==> src/rtl/gpp_pkg.sv <==
// Constants shared by the general-purpose I/O port and its pin cells.
// Assumes a 16-bit peripheral bus with word addresses and a 100 MHz clock.
`default_nettype none
package gpp_pkg;
  // Peripheral bus geometry.
  localparam int          ADDR_W         = 16;
  localparam int          DATA_W         = 16;
  // Dedicated port.
  localparam int          PORT_W         = 8;
  localparam logic [15:0] PORT_DIR_ADDR  = 16'h3400;
  localparam logic [15:0] PORT_LVL_ADDR  = 16'h3401;
  localparam logic [7:0]  PORT_DIR_RST   = 8'h00;
  localparam int          STRAP_BIT      = 7;
  localparam int          SHARED_A_BIT   = 3;
  localparam int          SHARED_B_BIT   = 5;
  // Extended I/O: three register sets of enable, direction and level.
  localparam int          EXT_W          = 46;
  localparam int          EXT_SETS       = 3;
  localparam int          EXT_PAD_W      = EXT_SETS * DATA_W;
  localparam logic [15:0] EXT_BASE_ADDR  = 16'h4400;
  localparam logic [15:0] EXT_LAST_ADDR  = 16'h4408;
  localparam logic [1:0]  EXT_KIND_EN    = 2'h0;
  localparam logic [1:0]  EXT_KIND_DIR   = 2'h1;
  localparam logic [1:0]  EXT_KIND_LVL   = 2'h2;
  localparam logic [1:0]  EXT_KIND_CNT   = 2'h3;
  localparam logic [45:0] EXT_EN_RST     = 46'h0000_0000_0000;
  localparam logic [45:0] EXT_DIR_RST    = 46'h0000_0000_0000;
  // Bus mux field value that hands the pins to the memory and host interfaces.
  localparam logic        MUX_FULL_MEM   = 1'b1;
  // Answer to reads of reserved bits and unmapped addresses.
  localparam logic [15:0] READ_ZERO      = 16'h0000;
endpackage : gpp_pkg
`default_nettype wire

==> src/rtl/gpp_io_cell.sv <==
// Registered pin cell: drives, releases or hands over a group of pins.
// Assumes pin inputs are synchronous to clk; output enables are active low.
`default_nettype none
module gpp_io_cell
  import gpp_pkg::*;
#(
  parameter int WIDTH = PORT_W
) (
  // Clock and reset.
  input  wire logic             clk,
  input  wire logic             arst_n,
  // Control from the register file.
  input  wire logic [WIDTH-1:0] enable,
  input  wire logic [WIDTH-1:0] dir,
  input  wire logic [WIDTH-1:0] latch,
  // Alternate function that may take a pin over.
  input  wire logic [WIDTH-1:0] altSel,
  input  wire logic [WIDTH-1:0] altOut,
  input  wire logic [WIDTH-1:0] altOeN,
  // Pin side.
  input  wire logic [WIDTH-1:0] pinIn,
  output logic      [WIDTH-1:0] pinOut,
  output logic      [WIDTH-1:0] pinOeN,
  output logic      [WIDTH-1:0] pinSample
);
  logic [WIDTH-1:0] next_pinOut;
  logic [WIDTH-1:0] next_pinOeN;

  ////////////////////////////////////////////////////////////////////////////
  // Each pin is driven by its latch only when enabled and set as an output.
  always_comb begin
    for (int i = 0; i < WIDTH; i++) begin
      if (altSel[i]) begin
        next_pinOut[i] = altOut[i];
        next_pinOeN[i] = altOeN[i];
      end else begin
        next_pinOut[i] = latch[i];
        next_pinOeN[i] = ~(enable[i] & dir[i]);
      end
    end
  end

  // Outputs and the input sample are all plain flops, so reads see one cycle of latency.
  always_ff @(posedge clk or negedge arst_n) begin
    if (!arst_n) begin
      pinOut    <= '0;
      pinOeN    <= '1;
      pinSample <= '0;
    end else begin
      pinOut    <= next_pinOut;
      pinOeN    <= next_pinOeN;
      pinSample <= pinIn;
    end
  end
endmodule : gpp_io_cell
`default_nettype wire

==> src/rtl/gpp_port.sv <==
// General-purpose I/O port: eight dedicated pins, two shared serial pins and
// 46 extended pins lent by the memory and host interfaces.
// Assumes a simple word-addressed peripheral bus with a select strobe and a
// write flag, and that the bus mux field comes from the bus select register.
//
// Function
// - Eight bit-selectable pins, bit 0 least significant.
// - Direction at 0x3400, level at 0x3401.
// - Direction 1 output, 0 input; resets zero.
// - Port register bits 15:8 read zero.
// - Input pin level bit reads sampled pin.
// - Output pin driven by written level bit.
// - Level reads follow pins after reset.
// - Strap pin low selects port bits three, five.
// - Strap pin high selects serial clock, sync.
// - Shared pin choice latched at reset release.
// - Extended I/O only in non-multiplexed mode.
// - Extended numbering: address, data, control, host.
// - Mux field one gives pins to interfaces.
// - Extended enable bit: general I/O or released.
// - Extended direction bit selects input or output.
// - Extended level bit holds read/written value.
// - Enable bits never override the mux field.
// - Extended sets from 0x4400; enable, direction reset zero.
// - Extended level reads pin or drives pin.
`default_nettype none
module gpp_port
  import gpp_pkg::*;
#(
  parameter int PORT_WIDTH = PORT_W,
  parameter int EXT_WIDTH  = EXT_W
) (
  // Clock and reset.
  input  wire logic                  clk,
  input  wire logic                  arst_n,
  // Peripheral bus slave.
  input  wire logic                  regSel,
  input  wire logic                  regWrite,
  input  wire logic [ADDR_W-1:0]     regAddr,
  input  wire logic [DATA_W-1:0]     regWdata,
  output logic      [DATA_W-1:0]     regRdata,
  output logic                       regAck,
  // Bus mux field of the bus select register.
  input  wire logic                  busMuxMode,
  // Second serial port transmit signals for the shared pins.
  input  wire logic                  serial2TxClock,
  input  wire logic                  serial2TxClockOeN,
  input  wire logic                  serial2TxFrameSync,
  input  wire logic                  serial2TxFrameSyncOeN,
  // Dedicated port pins; bits 3 and 5 are the shared pins.
  input  wire logic [PORT_WIDTH-1:0] portPinIn,
  output logic      [PORT_WIDTH-1:0] portPinOut,
  output logic      [PORT_WIDTH-1:0] portPinOeN,
  // Extended I/O pins.
  input  wire logic [EXT_WIDTH-1:0]  extPinIn,
  output logic      [EXT_WIDTH-1:0]  extPinOut,
  output logic      [EXT_WIDTH-1:0]  extPinOeN,
  // Shared pin function: 1 while the shared pins serve the serial port.
  output logic                       sharedSerialMode,
  // 1 while the extended pins are lent to this block.
  output logic                       extIoActive
);

  ////////////////////////////////////////////////////////////////////////////
  // Address decoding for the extended register sets.

  // Returns {hit, set, kind} for an address in the extended register range.
  function automatic logic [4:0] decodeExt(input logic [ADDR_W-1:0] addr);
    logic [ADDR_W-1:0] off;
    off = addr - EXT_BASE_ADDR;
    if (addr >= EXT_BASE_ADDR && addr <= EXT_LAST_ADDR) begin
      decodeExt = {1'b1, off[1:0] / 2'(1) == 2'h0 ? 2'(off / ADDR_W'(EXT_KIND_CNT)) :
                   2'(off / ADDR_W'(EXT_KIND_CNT)), 2'(off % ADDR_W'(EXT_KIND_CNT))};
    end else begin
      decodeExt = {1'b0, 2'h0, 2'h0};
    end
  endfunction : decodeExt

  ////////////////////////////////////////////////////////////////////////////
  // Register state.

  logic [PORT_WIDTH-1:0] portDir;
  logic [PORT_WIDTH-1:0] portLatch;
  logic [EXT_WIDTH-1:0]  extEn;
  logic [EXT_WIDTH-1:0]  extDir;
  logic [EXT_WIDTH-1:0]  extLatch;
  logic                  strapTaken;
  logic                  strapSerial;
  logic                  sampleValid;
  logic                  next_sampleValid;

  logic [PORT_WIDTH-1:0] next_portDir;
  logic [PORT_WIDTH-1:0] next_portLatch;
  logic [EXT_WIDTH-1:0]  next_extEn;
  logic [EXT_WIDTH-1:0]  next_extDir;
  logic [EXT_WIDTH-1:0]  next_extLatch;
  logic                  next_strapTaken;
  logic                  next_strapSerial;
  logic [DATA_W-1:0]     next_regRdata;
  logic                  next_regAck;
  logic                  next_extIoActive;

  logic [PORT_WIDTH-1:0] portSample;
  logic [EXT_WIDTH-1:0]  extSample;
  logic [4:0]            extDec;
  logic                  extHit;
  logic [1:0]            extSet;
  logic [1:0]            extKind;
  logic [EXT_PAD_W-1:0]  extEnPad;
  logic [EXT_PAD_W-1:0]  extDirPad;
  logic [EXT_PAD_W-1:0]  extLvlPad;
  logic [PORT_WIDTH-1:0] portLvlView;

  assign extDec  = decodeExt(regAddr);
  assign extHit  = extDec[4];
  assign extSet  = extDec[3:2];
  assign extKind = extDec[1:0];

  // Read views: output pins show their latch, input pins their sample.
  assign portLvlView = (portDir & portLatch) | (~portDir & portSample);
  assign extEnPad    = {(EXT_PAD_W - EXT_WIDTH)'(0), extEn};
  assign extDirPad   = {(EXT_PAD_W - EXT_WIDTH)'(0), extDir};
  assign extLvlPad   = {(EXT_PAD_W - EXT_WIDTH)'(0),
                        (extDir & extLatch) | (~extDir & extSample)};

  ////////////////////////////////////////////////////////////////////////////
  // Next values of all registers and of the bus answer.
  always_comb begin
    next_portDir     = portDir;
    next_portLatch   = portLatch;
    next_extEn       = extEn;
    next_extDir      = extDir;
    next_extLatch    = extLatch;
    next_sampleValid = 1'b1;
    next_strapTaken  = sampleValid;
    next_strapSerial = strapSerial;
    next_regAck      = regSel;
    next_regRdata    = READ_ZERO;
    next_extIoActive = (busMuxMode != MUX_FULL_MEM);

    // The strap is caught on the second edge after reset release: the sample
    // flop still holds its reset value at the first edge, so capturing then
    // would always pick the port function. It then stays fixed until reset.
    if (sampleValid && !strapTaken) begin
      next_strapSerial = portSample[STRAP_BIT];
    end

    if (regSel && regWrite) begin
      // Only the low bits exist; writes to bits above are dropped.
      if (regAddr == PORT_DIR_ADDR) begin
        next_portDir = regWdata[PORT_WIDTH-1:0];
      end
      // Writes land in the latch whatever the direction, ready for later.
      if (regAddr == PORT_LVL_ADDR) begin
        next_portLatch = regWdata[PORT_WIDTH-1:0];
      end
      if (extHit) begin
        for (int i = 0; i < EXT_WIDTH; i++) begin
          if (int'(extSet) == i / DATA_W) begin
            unique case (extKind)
              EXT_KIND_EN:  next_extEn[i]    = regWdata[i % DATA_W];
              EXT_KIND_DIR: next_extDir[i]   = regWdata[i % DATA_W];
              EXT_KIND_LVL: next_extLatch[i] = regWdata[i % DATA_W];
              default:      next_extLatch[i] = extLatch[i];
            endcase
          end
        end
      end
    end

    if (regSel && !regWrite) begin
      if (regAddr == PORT_DIR_ADDR) begin
        next_regRdata = {(DATA_W - PORT_WIDTH)'(0), portDir};
      end else if (regAddr == PORT_LVL_ADDR) begin
        next_regRdata = {(DATA_W - PORT_WIDTH)'(0), portLvlView};
      end else if (extHit) begin
        unique case (extKind)
          EXT_KIND_EN:  next_regRdata = extEnPad[extSet * DATA_W +: DATA_W];
          EXT_KIND_DIR: next_regRdata = extDirPad[extSet * DATA_W +: DATA_W];
          EXT_KIND_LVL: next_regRdata = extLvlPad[extSet * DATA_W +: DATA_W];
          default:      next_regRdata = READ_ZERO;
        endcase
      end
    end
  end

  // Register file and bus answer; the level latches reset to zero, even
  // though reads of input pins return the pin, not the latch.
  always_ff @(posedge clk or negedge arst_n) begin
    if (!arst_n) begin
      portDir          <= PORT_DIR_RST;
      portLatch        <= '0;
      extEn            <= EXT_EN_RST[EXT_WIDTH-1:0];
      extDir           <= EXT_DIR_RST[EXT_WIDTH-1:0];
      extLatch         <= '0;
      strapTaken       <= 1'b0;
      strapSerial      <= 1'b0;
      sampleValid      <= 1'b0;
      regRdata         <= READ_ZERO;
      regAck           <= 1'b0;
      sharedSerialMode <= 1'b0;
      extIoActive      <= 1'b0;
    end else begin
      portDir          <= next_portDir;
      portLatch        <= next_portLatch;
      extEn            <= next_extEn;
      extDir           <= next_extDir;
      extLatch         <= next_extLatch;
      strapTaken       <= next_strapTaken;
      strapSerial      <= next_strapSerial;
      sampleValid      <= next_sampleValid;
      regRdata         <= next_regRdata;
      regAck           <= next_regAck;
      sharedSerialMode <= next_strapSerial;
      extIoActive      <= next_extIoActive;
    end
  end

  ////////////////////////////////////////////////////////////////////////////
  // Dedicated port pins. Bits 3 and 5 are handed to the serial port when
  // the strap picked that function; until the strap is caught they stay
  // ports, which is harmless because every port pin is an input then.

  logic [PORT_WIDTH-1:0] portAltSel;
  logic [PORT_WIDTH-1:0] portAltOut;
  logic [PORT_WIDTH-1:0] portAltOeN;

  always_comb begin
    portAltSel = '0;
    portAltOut = '0;
    portAltOeN = '1;
    portAltSel[SHARED_A_BIT] = next_strapSerial;
    portAltSel[SHARED_B_BIT] = next_strapSerial;
    portAltOut[SHARED_A_BIT] = serial2TxClock;
    portAltOeN[SHARED_A_BIT] = serial2TxClockOeN;
    portAltOut[SHARED_B_BIT] = serial2TxFrameSync;
    portAltOeN[SHARED_B_BIT] = serial2TxFrameSyncOeN;
  end

  gpp_io_cell #(
    .WIDTH     (PORT_WIDTH)
  ) u_port_cell (
    .clk       (clk),
    .arst_n    (arst_n),
    .enable    ({PORT_WIDTH{1'b1}}),
    .dir       (next_portDir),
    .latch     (next_portLatch),
    .altSel    (portAltSel),
    .altOut    (portAltOut),
    .altOeN    (portAltOeN),
    .pinIn     (portPinIn),
    .pinOut    (portPinOut),
    .pinOeN    (portPinOeN),
    .pinSample (portSample)
  );

  ////////////////////////////////////////////////////////////////////////////
  // Extended pins, numbered address 3:0, data 19:4, control 35:20, host
  // data 43:36 and host controls 44 and 45. When the mux field gives the
  // pins to the memory and host interfaces this block releases them all,
  // whatever the enable bits say.

  logic [EXT_WIDTH-1:0] extGate;

  assign extGate = next_extEn & {EXT_WIDTH{next_extIoActive}};

  gpp_io_cell #(
    .WIDTH     (EXT_WIDTH)
  ) u_ext_cell (
    .clk       (clk),
    .arst_n    (arst_n),
    .enable    (extGate),
    .dir       (next_extDir),
    .latch     (next_extLatch),
    .altSel    ({EXT_WIDTH{1'b0}}),
    .altOut    ({EXT_WIDTH{1'b0}}),
    .altOeN    ({EXT_WIDTH{1'b1}}),
    .pinIn     (extPinIn),
    .pinOut    (extPinOut),
    .pinOeN    (extPinOeN),
    .pinSample (extSample)
  );

endmodule : gpp_port
`default_nettype wire

==> config.mk <==
export PLATFORM = sky130hd
export DESIGN_NAME = gpp_port
export DESIGN_NICKNAME = d
export VERILOG_FILES = /design/src/rtl/gpp_pkg.sv /design/src/rtl/gpp_io_cell.sv /design/src/rtl/gpp_port.sv
export SDC_FILE = /design/constraint.sdc
export NUM_CORES = 1
export LEC_CHECK = 0
export BUFFER_PORTS_ARGS = -buffer_cell sky130_fd_sc_hd__buf_2
export CORE_ASPECT_RATIO = 1.5
export CORE_UTILIZATION = 50
export DETAILED_ROUTE_END_ITERATION = 8
export PLACE_DENSITY = 0.74
export SLEW_MARGIN = 5
export SYNTH_ARGS = -nofsm -noshare
export SYNTH_HDL_FRONTEND = slang
export SYNTH_SLANG_ARGS = --single-unit
==> constraint.sdc <==
create_clock -name clk -period 1.6 [get_ports clk]
set_input_delay 0.08 -clock clk [delete_from_list [all_inputs] [get_ports clk]]
set_output_delay 0.08 -clock clk [all_outputs]
set_load 0.1 [all_outputs]
==> results.toml, run 1 <==
[floorplanning]
die_w_um = 146.9
rows = 79
pin_count = 222
start_util_pct = 50.75
die_h_um = 219.4

[cts]
cts_buffers = 24
cts.sinks = 285
htreeDepth = 1
root_buffer = "clkbuf_16"
clockBufferDepth = 3

[placed_design]
dp_hpwl_mm = 42.89
place_area_mm2 = 0.02041
io_buffers = 221
gp_congestion = 0.9696
post-place-ws_ps = -8235

[yosys]
synth.top_cells.by_area = "dfrtp_1, mux2_2, dfstp_2, o21ai_0, nand2_1"
synth_edf_count = 0
synthTopCellsByCount = "dfrtp_1, mux2_2, nand2_1"
yosys.area.top_type_share_pct = 36.70
synth.distinct_cells = 111
ys.flop_type = "dfrtp_1"
ys_ff_latch = 285
ys_async_sr_fraction_pct = 100.0
synth_top_cell_by_area = "dfrtp_1"
seq_area_frac_synth_pct = 45.71
synth_fp_nets = 1651
synth_most_common_cell = "dfrtp_1"
avgSynthCellArea_um2 = 10.18
netlist_instances = 1547
syn-cell-area_mm2 = 0.01575
synth-warning-count = 0

[timing]
worst_endpoint = "regRdata[2]$_DFF_PN0_/D"
worstEndpointType = "register data pin"

[global_route]
overflow = 12
track_usage_pct = 56.16
grt_max_degree = 45

[run_status]
error = "[ERROR GRT-0232] Routing congestion too high. Check the congestion heatmap in the GUI."
status = "stopped before the end"
haltStage = "global routing (5_1_grt)"
[timing repair]
action | in CTS
hold endpoints to repair | 357
buffers inserted | 54
hold buffers | 77
pin swaps | 66
gates cloned | 6
setup endpoints to repair | 227
gates resized for setup | 245
[cells by family after synthesis]
kind of cell	synth area share, %
buffers and inverters	4.766
adders and majority gates	0.7150
DFF	45.71
other	0.02381
xor gates and xnor gates	1.525
and+or+nand+nor	12.88
AOI/OAI and AO/OA	21.65
muxes	12.73
[layer usage]
metal / global-route usage, % / GRT overflow
met5: 2.031 / 0
met1: 54.17 / 0
met3: 27.92 / 0
met4: 58.21 / 5
met2: 84.44 / 7
[metrics by stage]
| step | hold WS, ps | cells | setup TNS [ps] |
|---|---|---|---|
| CTS | 40.57 | 2641 | -1375140 |
| detailed placement | 8.734 | 2462 | -1606500 |
| global placement | 2.679 | 2462 | -1583430 |
| floorplan | -215.6 | 1547 | -1551180 |
==> run 2: changes to the inputs <==
--- a/config.mk
+++ b/config.mk
@@ -6,10 +6,9 @@
 export NUM_CORES = 1
 export LEC_CHECK = 0
 export BUFFER_PORTS_ARGS = -buffer_cell sky130_fd_sc_hd__buf_2
-export CORE_ASPECT_RATIO = 1.5
-export CORE_UTILIZATION = 50
+export CORE_UTILIZATION = 35
 export DETAILED_ROUTE_END_ITERATION = 8
-export PLACE_DENSITY = 0.74
+export PLACE_DENSITY_LB_ADDON = 0.15
 export SLEW_MARGIN = 5
 export SYNTH_ARGS = -nofsm -noshare
 export SYNTH_HDL_FRONTEND = slang
==> constraint.sdc (replaced) <==
create_clock -name clk -period 2.1 [get_ports clk]
set_input_delay 0.105 -clock clk [delete_from_list [all_inputs] [get_ports clk]]
set_output_delay 0.105 -clock clk [all_outputs]
set_load 0.1 [all_outputs]
==> results.toml, run 2 <==
[detailed_routing]
vias = 14900
ant_nets = 0
drc_errors = 0
vias_per_cell = 5.408
wl_per_cell_um = 21.15
wl_mm = 58.26
drtPass1Iterations = 5
drtIter0Drc = 1061

[run_status]
violations = "negative setup slack"
status = "complete, but fails checks"

[worst_setup_path]
critical_path_required_ps = 2560
reg2reg_depth = 8
worst_ep_arrival_time_ps = 9290
cp_common_cell = "buf_4"
path_class = "primary input to flip-flop"
critPathLaunchType = "primary input"
crit_slowest_cell = "a2111oi_4"
cpPeakStageDelay_ps = 410
path_max_fanout = 11
cp-end-kind = "flip-flop"

[timing]
clock_skew_ps = 7.537
rsz0062_at_grt = "true"
fmax_mhz = 113.3
fin_crit_ps = 8826
slew_violations = 0
worst_pin_slew_ps = 721.6
slew_headroom_pct = 51.90
fin_ws_ps = -6726
min_period_over_period_pct = 420.3
setup_viol_count_final = 200
hold_violations = 0

[yosys]
avgSynthCellArea_um2 = 10.18
netlist_instances = 1547
synth_most_common_cell = "dfrtp_1"
ys_ff_latch = 285
yosys.area.top_type_share_pct = 36.70
seq_area_frac_synth_pct = 45.71
synth_top_cell_by_area = "dfrtp_1"
syn-cell-area_mm2 = 0.01575
synth_fp_nets = 1651
ys.flop_type = "dfrtp_1"
ys_async_sr_fraction_pct = 100.0
synth-warning-count = 0
synthTopCellsByCount = "dfrtp_1, mux2_2, nand2_1"
synth.distinct_cells = 111
synth_edf_count = 0
synth.top_cells.by_area = "dfrtp_1, mux2_2, dfstp_2, o21ai_0, nand2_1"

[placed_design]
io_buffers = 221
placed_cells = 2582
gp_congestion = 0.9115
place_area_mm2 = 0.02014
post-place-ws_ps = -7584
dp_hpwl_mm = 42.04

[floorplanning]
dieArea_mm2 = 0.04585
start_util_pct = 35.54
die_h_um = 214.1
die_w_um = 214.1
pin_count = 222
core_area_mm2 = 0.04432
rows = 77

[cts]
cts_tree = "done"
cts.sinks = 285
cts_buffers = 29
clk_pin_slew_ps = 70
clk_latency_ps = 580
clockBufferDepth = 3
htreeDepth = 1
root_buffer = "clkbuf_16"

[worst_hold_path]
worstHoldPathType = "primary input to flip-flop"
whs_path_depth = 3

[layout]
drive_gt1_share_pct = 47.43
diodes = 0
finalNetCount = 2244
fin_cells = 2755
fill_cells = 4098
area_growth_pct = 46.17
final_common_cell = "buf_4"
final_cell_area_mm2 = 0.02302
layout_common_cells = "buf_4, dfrtp_1, buf_2"

[power_and_ir_drop]
ir_drop_mv = 0.4880
p_int_w = 0.01188
pwr-share-clk_pct = 30.8
combPwrFrac_pct = 37.6
p_sw_share_pct = 33.04
leakage_nw = 10.01
p_seq_share_pct = 31.6
power_density_mw_per_mm2 = 770.4
netSwitchingPower_w = 0.005860

[global_route]
grt_pass1_vias = 14850
overflow = 0
track_usage_pct = 24.87
grt_pass1_wl_mm = 89.59
antenna_found_initial = 0
grt_max_degree = 82

[run]
drv_cap = 0
-- run 2: cell counts after synthesis --
Identical to the previous run, type by type.
-- run 2: cell families after synthesis --
kind of cell | synth area share [%]
adder cells (fa/ha/maj) | 0.7150
flip-flops | 45.71
AND/OR/NAND/NOR | 12.88
buffers and inverters | 4.766
multiplexers | 12.73
AO/OA/AOI/OAI | 21.65
XOR/XNOR | 1.525
other | 0.02381
-- run 2: area by class of cell --
class,instances,area [µm²],area share [%]
inverters,69,264.0,1.147
clock buffers,37,815.8,3.543
well taps,592,740.7,3.217
flip-flops and latches,285,7199,31.27
clock inverters,17,191.4,0.8315
multi-input cells,1092,8740,37.96
repair buffers,663,5071,22.03
-- run 2: timing repair --
| action | 4_1_cts | 5_1_grt |
|---|---|---|
| gates resized for setup | 66 | 101 |
| setup buffers | 26 | 11 |
| setup endpoints to repair | 200 | 202 |
| hold buffers | 77 | 0 |
| endpoints found under the hold margin | 390 | 0 |
| cloned | 4 | 1 |
| pin swaps | 34 | 30 |
-- run 2: layer usage --
metal	GRT usage, %	up-vias	routed length, µm
li1	-	6915	-
met1	37.06	7414	27870
met2	38.67	498	26200
met3	3.092	71	3025
met4	4.786	0	1158
met5	0	-	0
-- run 2: path summary, 6_finish.rpt --
path / slack (ps) / end / startpoint
worst max-delay path: -6730 / regRdata[1] / regAddr[10]
worst min-delay path: 40 / portDir[3] / regWrite
worst max register to register: 310 / regRdata[5] / extDir[21]
worst min register to register: 380 / strapTaken / next_strapTaken
max in group asynchronous: 1460 / u_ext_cell.pinOeN[18] / arst_n
min in group asynchronous: 140 / u_ext_cell.pinOeN[25] / arst_n
-- run 2: power by group through the flow --
| stage | logic [W] | clock network (W) | registers, W |
|---|---|---|---|
| finish | 0.00668 | 0.00546 | 0.00560 |
| global route | 0.00720 | 0.00580 | 0.00560 |
| CTS | 0.00624 | 0.00553 | 0.00560 |
| detailed placement | 0.00574 | 0 | 0.00570 |
| global placement | 0.00573 | 0 | 0.00570 |
| floorplan | 0.00321 | 0 | 0.00580 |
-- run 2: per-stage QoR --
step / hold slack [ps] / utilization (%) / TNS [ps] / power [W]
final: 40.72 / 51.95 / -1302650 / 0.01774
after global routing: 69.73 / 51.95 / -1378540 / 0.01860
after CTS: 23.76 / 50.84 / -1286650 / 0.01737
after detailed placement: -5.151 / 45.44 / -1458740 / 0.01143
after global placement: -6.681 / 45.44 / -1416290 / 0.01142
after floorplan: -190.6 / - / -1444250 / 0.009012
-- run 2: critical path: cells and delay by family --
family / cells / cell delay (ps)
buf+inv: 13 / 1940
compound gates: 20 / 4070
xor+xnor: 2 / 330
simple gates: 13 / 2030
fa+ha+maj: 4 / 790
Note: power is estimated with default switching activity, not from simulation.
==> run 3: changes to the inputs <==
--- a/config.mk
+++ b/config.mk
@@ -9,6 +9,7 @@
 export CORE_UTILIZATION = 35
 export DETAILED_ROUTE_END_ITERATION = 8
 export PLACE_DENSITY_LB_ADDON = 0.15
+export SETUP_SLACK_MARGIN = 0.15
 export SLEW_MARGIN = 5
 export SYNTH_ARGS = -nofsm -noshare
 export SYNTH_HDL_FRONTEND = slang
==> results.toml, run 3 (synthesis results as in run 2) <==
[global_route]
grt_max_degree = 82
track_usage_pct = 25.51
grt_pass1_vias = 15170
overflow = 0
antenna_found_initial = 0
grt_pass1_wl_mm = 91.60

[power_and_ir_drop]
combPwrFrac_pct = 38.8
power_density_mw_per_mm2 = 747.9
power_w = 0.01806
leakage_nw = 10.51
p_seq_share_pct = 31.0
ir_drop_mv = 0.4896
netSwitchingPower_w = 0.005977
pwr-share-clk_pct = 30.2
p_int_w = 0.01208
p_sw_share_pct = 33.09

[placed_design]
gp_congestion = 0.9115
dp_hpwl_mm = 42.04
io_buffers = 221
post-place-ws_ps = -7584
place_area_mm2 = 0.02014

[layout]
fill_cells = 3941
drive_gt1_share_pct = 51.16
finalNetCount = 2280
final_cell_area_mm2 = 0.02415
final_common_cell = "buf_4"
post-route-util_pct = 54.49
area_growth_pct = 53.34
diodes = 0
layout_common_cells = "buf_4, dfrtp_1, buf_2"

[timing]
rsz0062_at_grt = "true"
worst_pin_slew_ps = 721.2
clock_skew_ps = 8.583
setup_viol_count_final = 200
fin_ws_ps = -6754
holdWs_ps = 39.10
min_period_over_period_pct = 421.6
fmax_mhz = 112.9
fin_crit_ps = 8854
hold_violations = 0
slew_headroom_pct = 51.92
slew_violations = 0

[cts]
cts_tree = "done"
root_buffer = "clkbuf_16"
clockBufferDepth = 3
clk_latency_ps = 580
clk_pin_slew_ps = 60
cts.sinks = 285
htreeDepth = 1
cts_buffers = 29

[detailed_routing]
drtIter0Drc = 1031
vias = 15160
wl_mm = 60.41
ant_nets = 0
drc_errors = 0
vias_per_cell = 5.430
wl_per_cell_um = 21.64
drtPass1Iterations = 5

[floorplanning]
dieArea_mm2 = 0.04585
pin_count = 222
rows = 77
start_util_pct = 35.54
die_h_um = 214.1
core_area_mm2 = 0.04432
die_w_um = 214.1

[run]
drv_cap = 0

[worst_setup_path]
cp-end-kind = "flip-flop"
cpPeakStageDelay_ps = 350
path_class = "primary input to flip-flop"
critPathLaunchType = "primary input"
worst_ep_arrival_time_ps = 9310
critical_path_required_ps = 2560
path_max_fanout = 9
cp_common_cell = "buf_4"
crit_slowest_cell = "and4bb_2"
r2r_slack_ps = 330

[run_status]
violations = "negative setup slack"
status = "complete, but fails checks"

[worst_hold_path]
worstHoldPathType = "primary input to flip-flop"
-- run 3: cell count changes in the layout (fill, tap and decap cells not counted), sizes merged --
cell    change
clkbuf      +1
buf        +34
bufbuf      +1
-- run 3: per-layer routing --
| layer | global-route usage [%] | vias to the layer above | share of wire, % |
|---|---|---|---|
| met5 | 0 | - | 0 |
| met4 | 5.524 | 0 | 2.4 |
| met3 | 3.603 | 93 | 5.8 |
| met2 | 39.59 | 538 | 45 |
| met1 | 37.58 | 7542 | 47 |
| li1 | - | 6982 | - |
-- run 3: worst paths after layout --
path | startpoint | endpoint | cells after the start
worst max-delay path | regAddr[10] | extLatch[37] | 50
worst min-delay path | regWrite | portDir[5] | 3
worst max register to register | extDir[20] | regRdata[4] | 8
worst min register to register | next_strapTaken | strapTaken | 0
max in group asynchronous | arst_n | u_ext_cell.pinOeN[18] | 3
min in group asynchronous | arst_n | u_ext_cell.pinOeN[25] | 2
-- run 3: power by group through the flow --
stage / combinational (W) / clock [W] / sequential (W)
4_1_cts: 0.00649 / 0.00553 / 0.00560
5_1_grt: 0.00754 / 0.00580 / 0.00560
3_5_place_dp: 0.00574 / 0 / 0.00570
3_3_place_gp: 0.00573 / 0 / 0.00570
2_1_floorplan: 0.00321 / 0 / 0.00580
6_report: 0.00700 / 0.00546 / 0.00560
-- run 3: what timing repair did --
item                                    in CTS  in global routing
endpoints found under the hold margin      386                  0
pin swaps                                   65                 51
cloned                                       6                  3
endpoints found under the setup margin     202                211
buffers inserted                            56                 13
gates resized for setup                    196                133
hold buffers                                77                  0
-- run 3: stage by stage --
step / TNS [ps] / std cells
after detailed placement: -1458740 / 2582
final: -1298950 / 2791
after CTS: -1255350 / 2775
after floorplan: -1444250 / 1547
after global placement: -1416290 / 2582
after global routing: -1356760 / 2791
-- run 3: final cells by class --
cell class / count / area (µm²) / area share, %
Clock inverter: 17 / 191.4 / 0.7927
Sequential cell: 285 / 7199 / 29.81
Multi-Input combinational cell: 1092 / 9271 / 38.39
Inverter: 69 / 271.5 / 1.124
Tap cell: 592 / 740.7 / 3.067
Clock buffer: 37 / 815.8 / 3.378
Timing Repair Buffer: 699 / 5660 / 23.44
-- run 3: critical path, delay by kind of cell --
family | cells | cell delay, ps
AOI/OAI and AO/OA | 19 | 3640
xor gates and xnor gates | 1 | 80
adders and majority gates | 3 | 560
buffers and inverters | 12 | 1800
and+or+nand+nor | 12 | 2290
muxes | 3 | 830
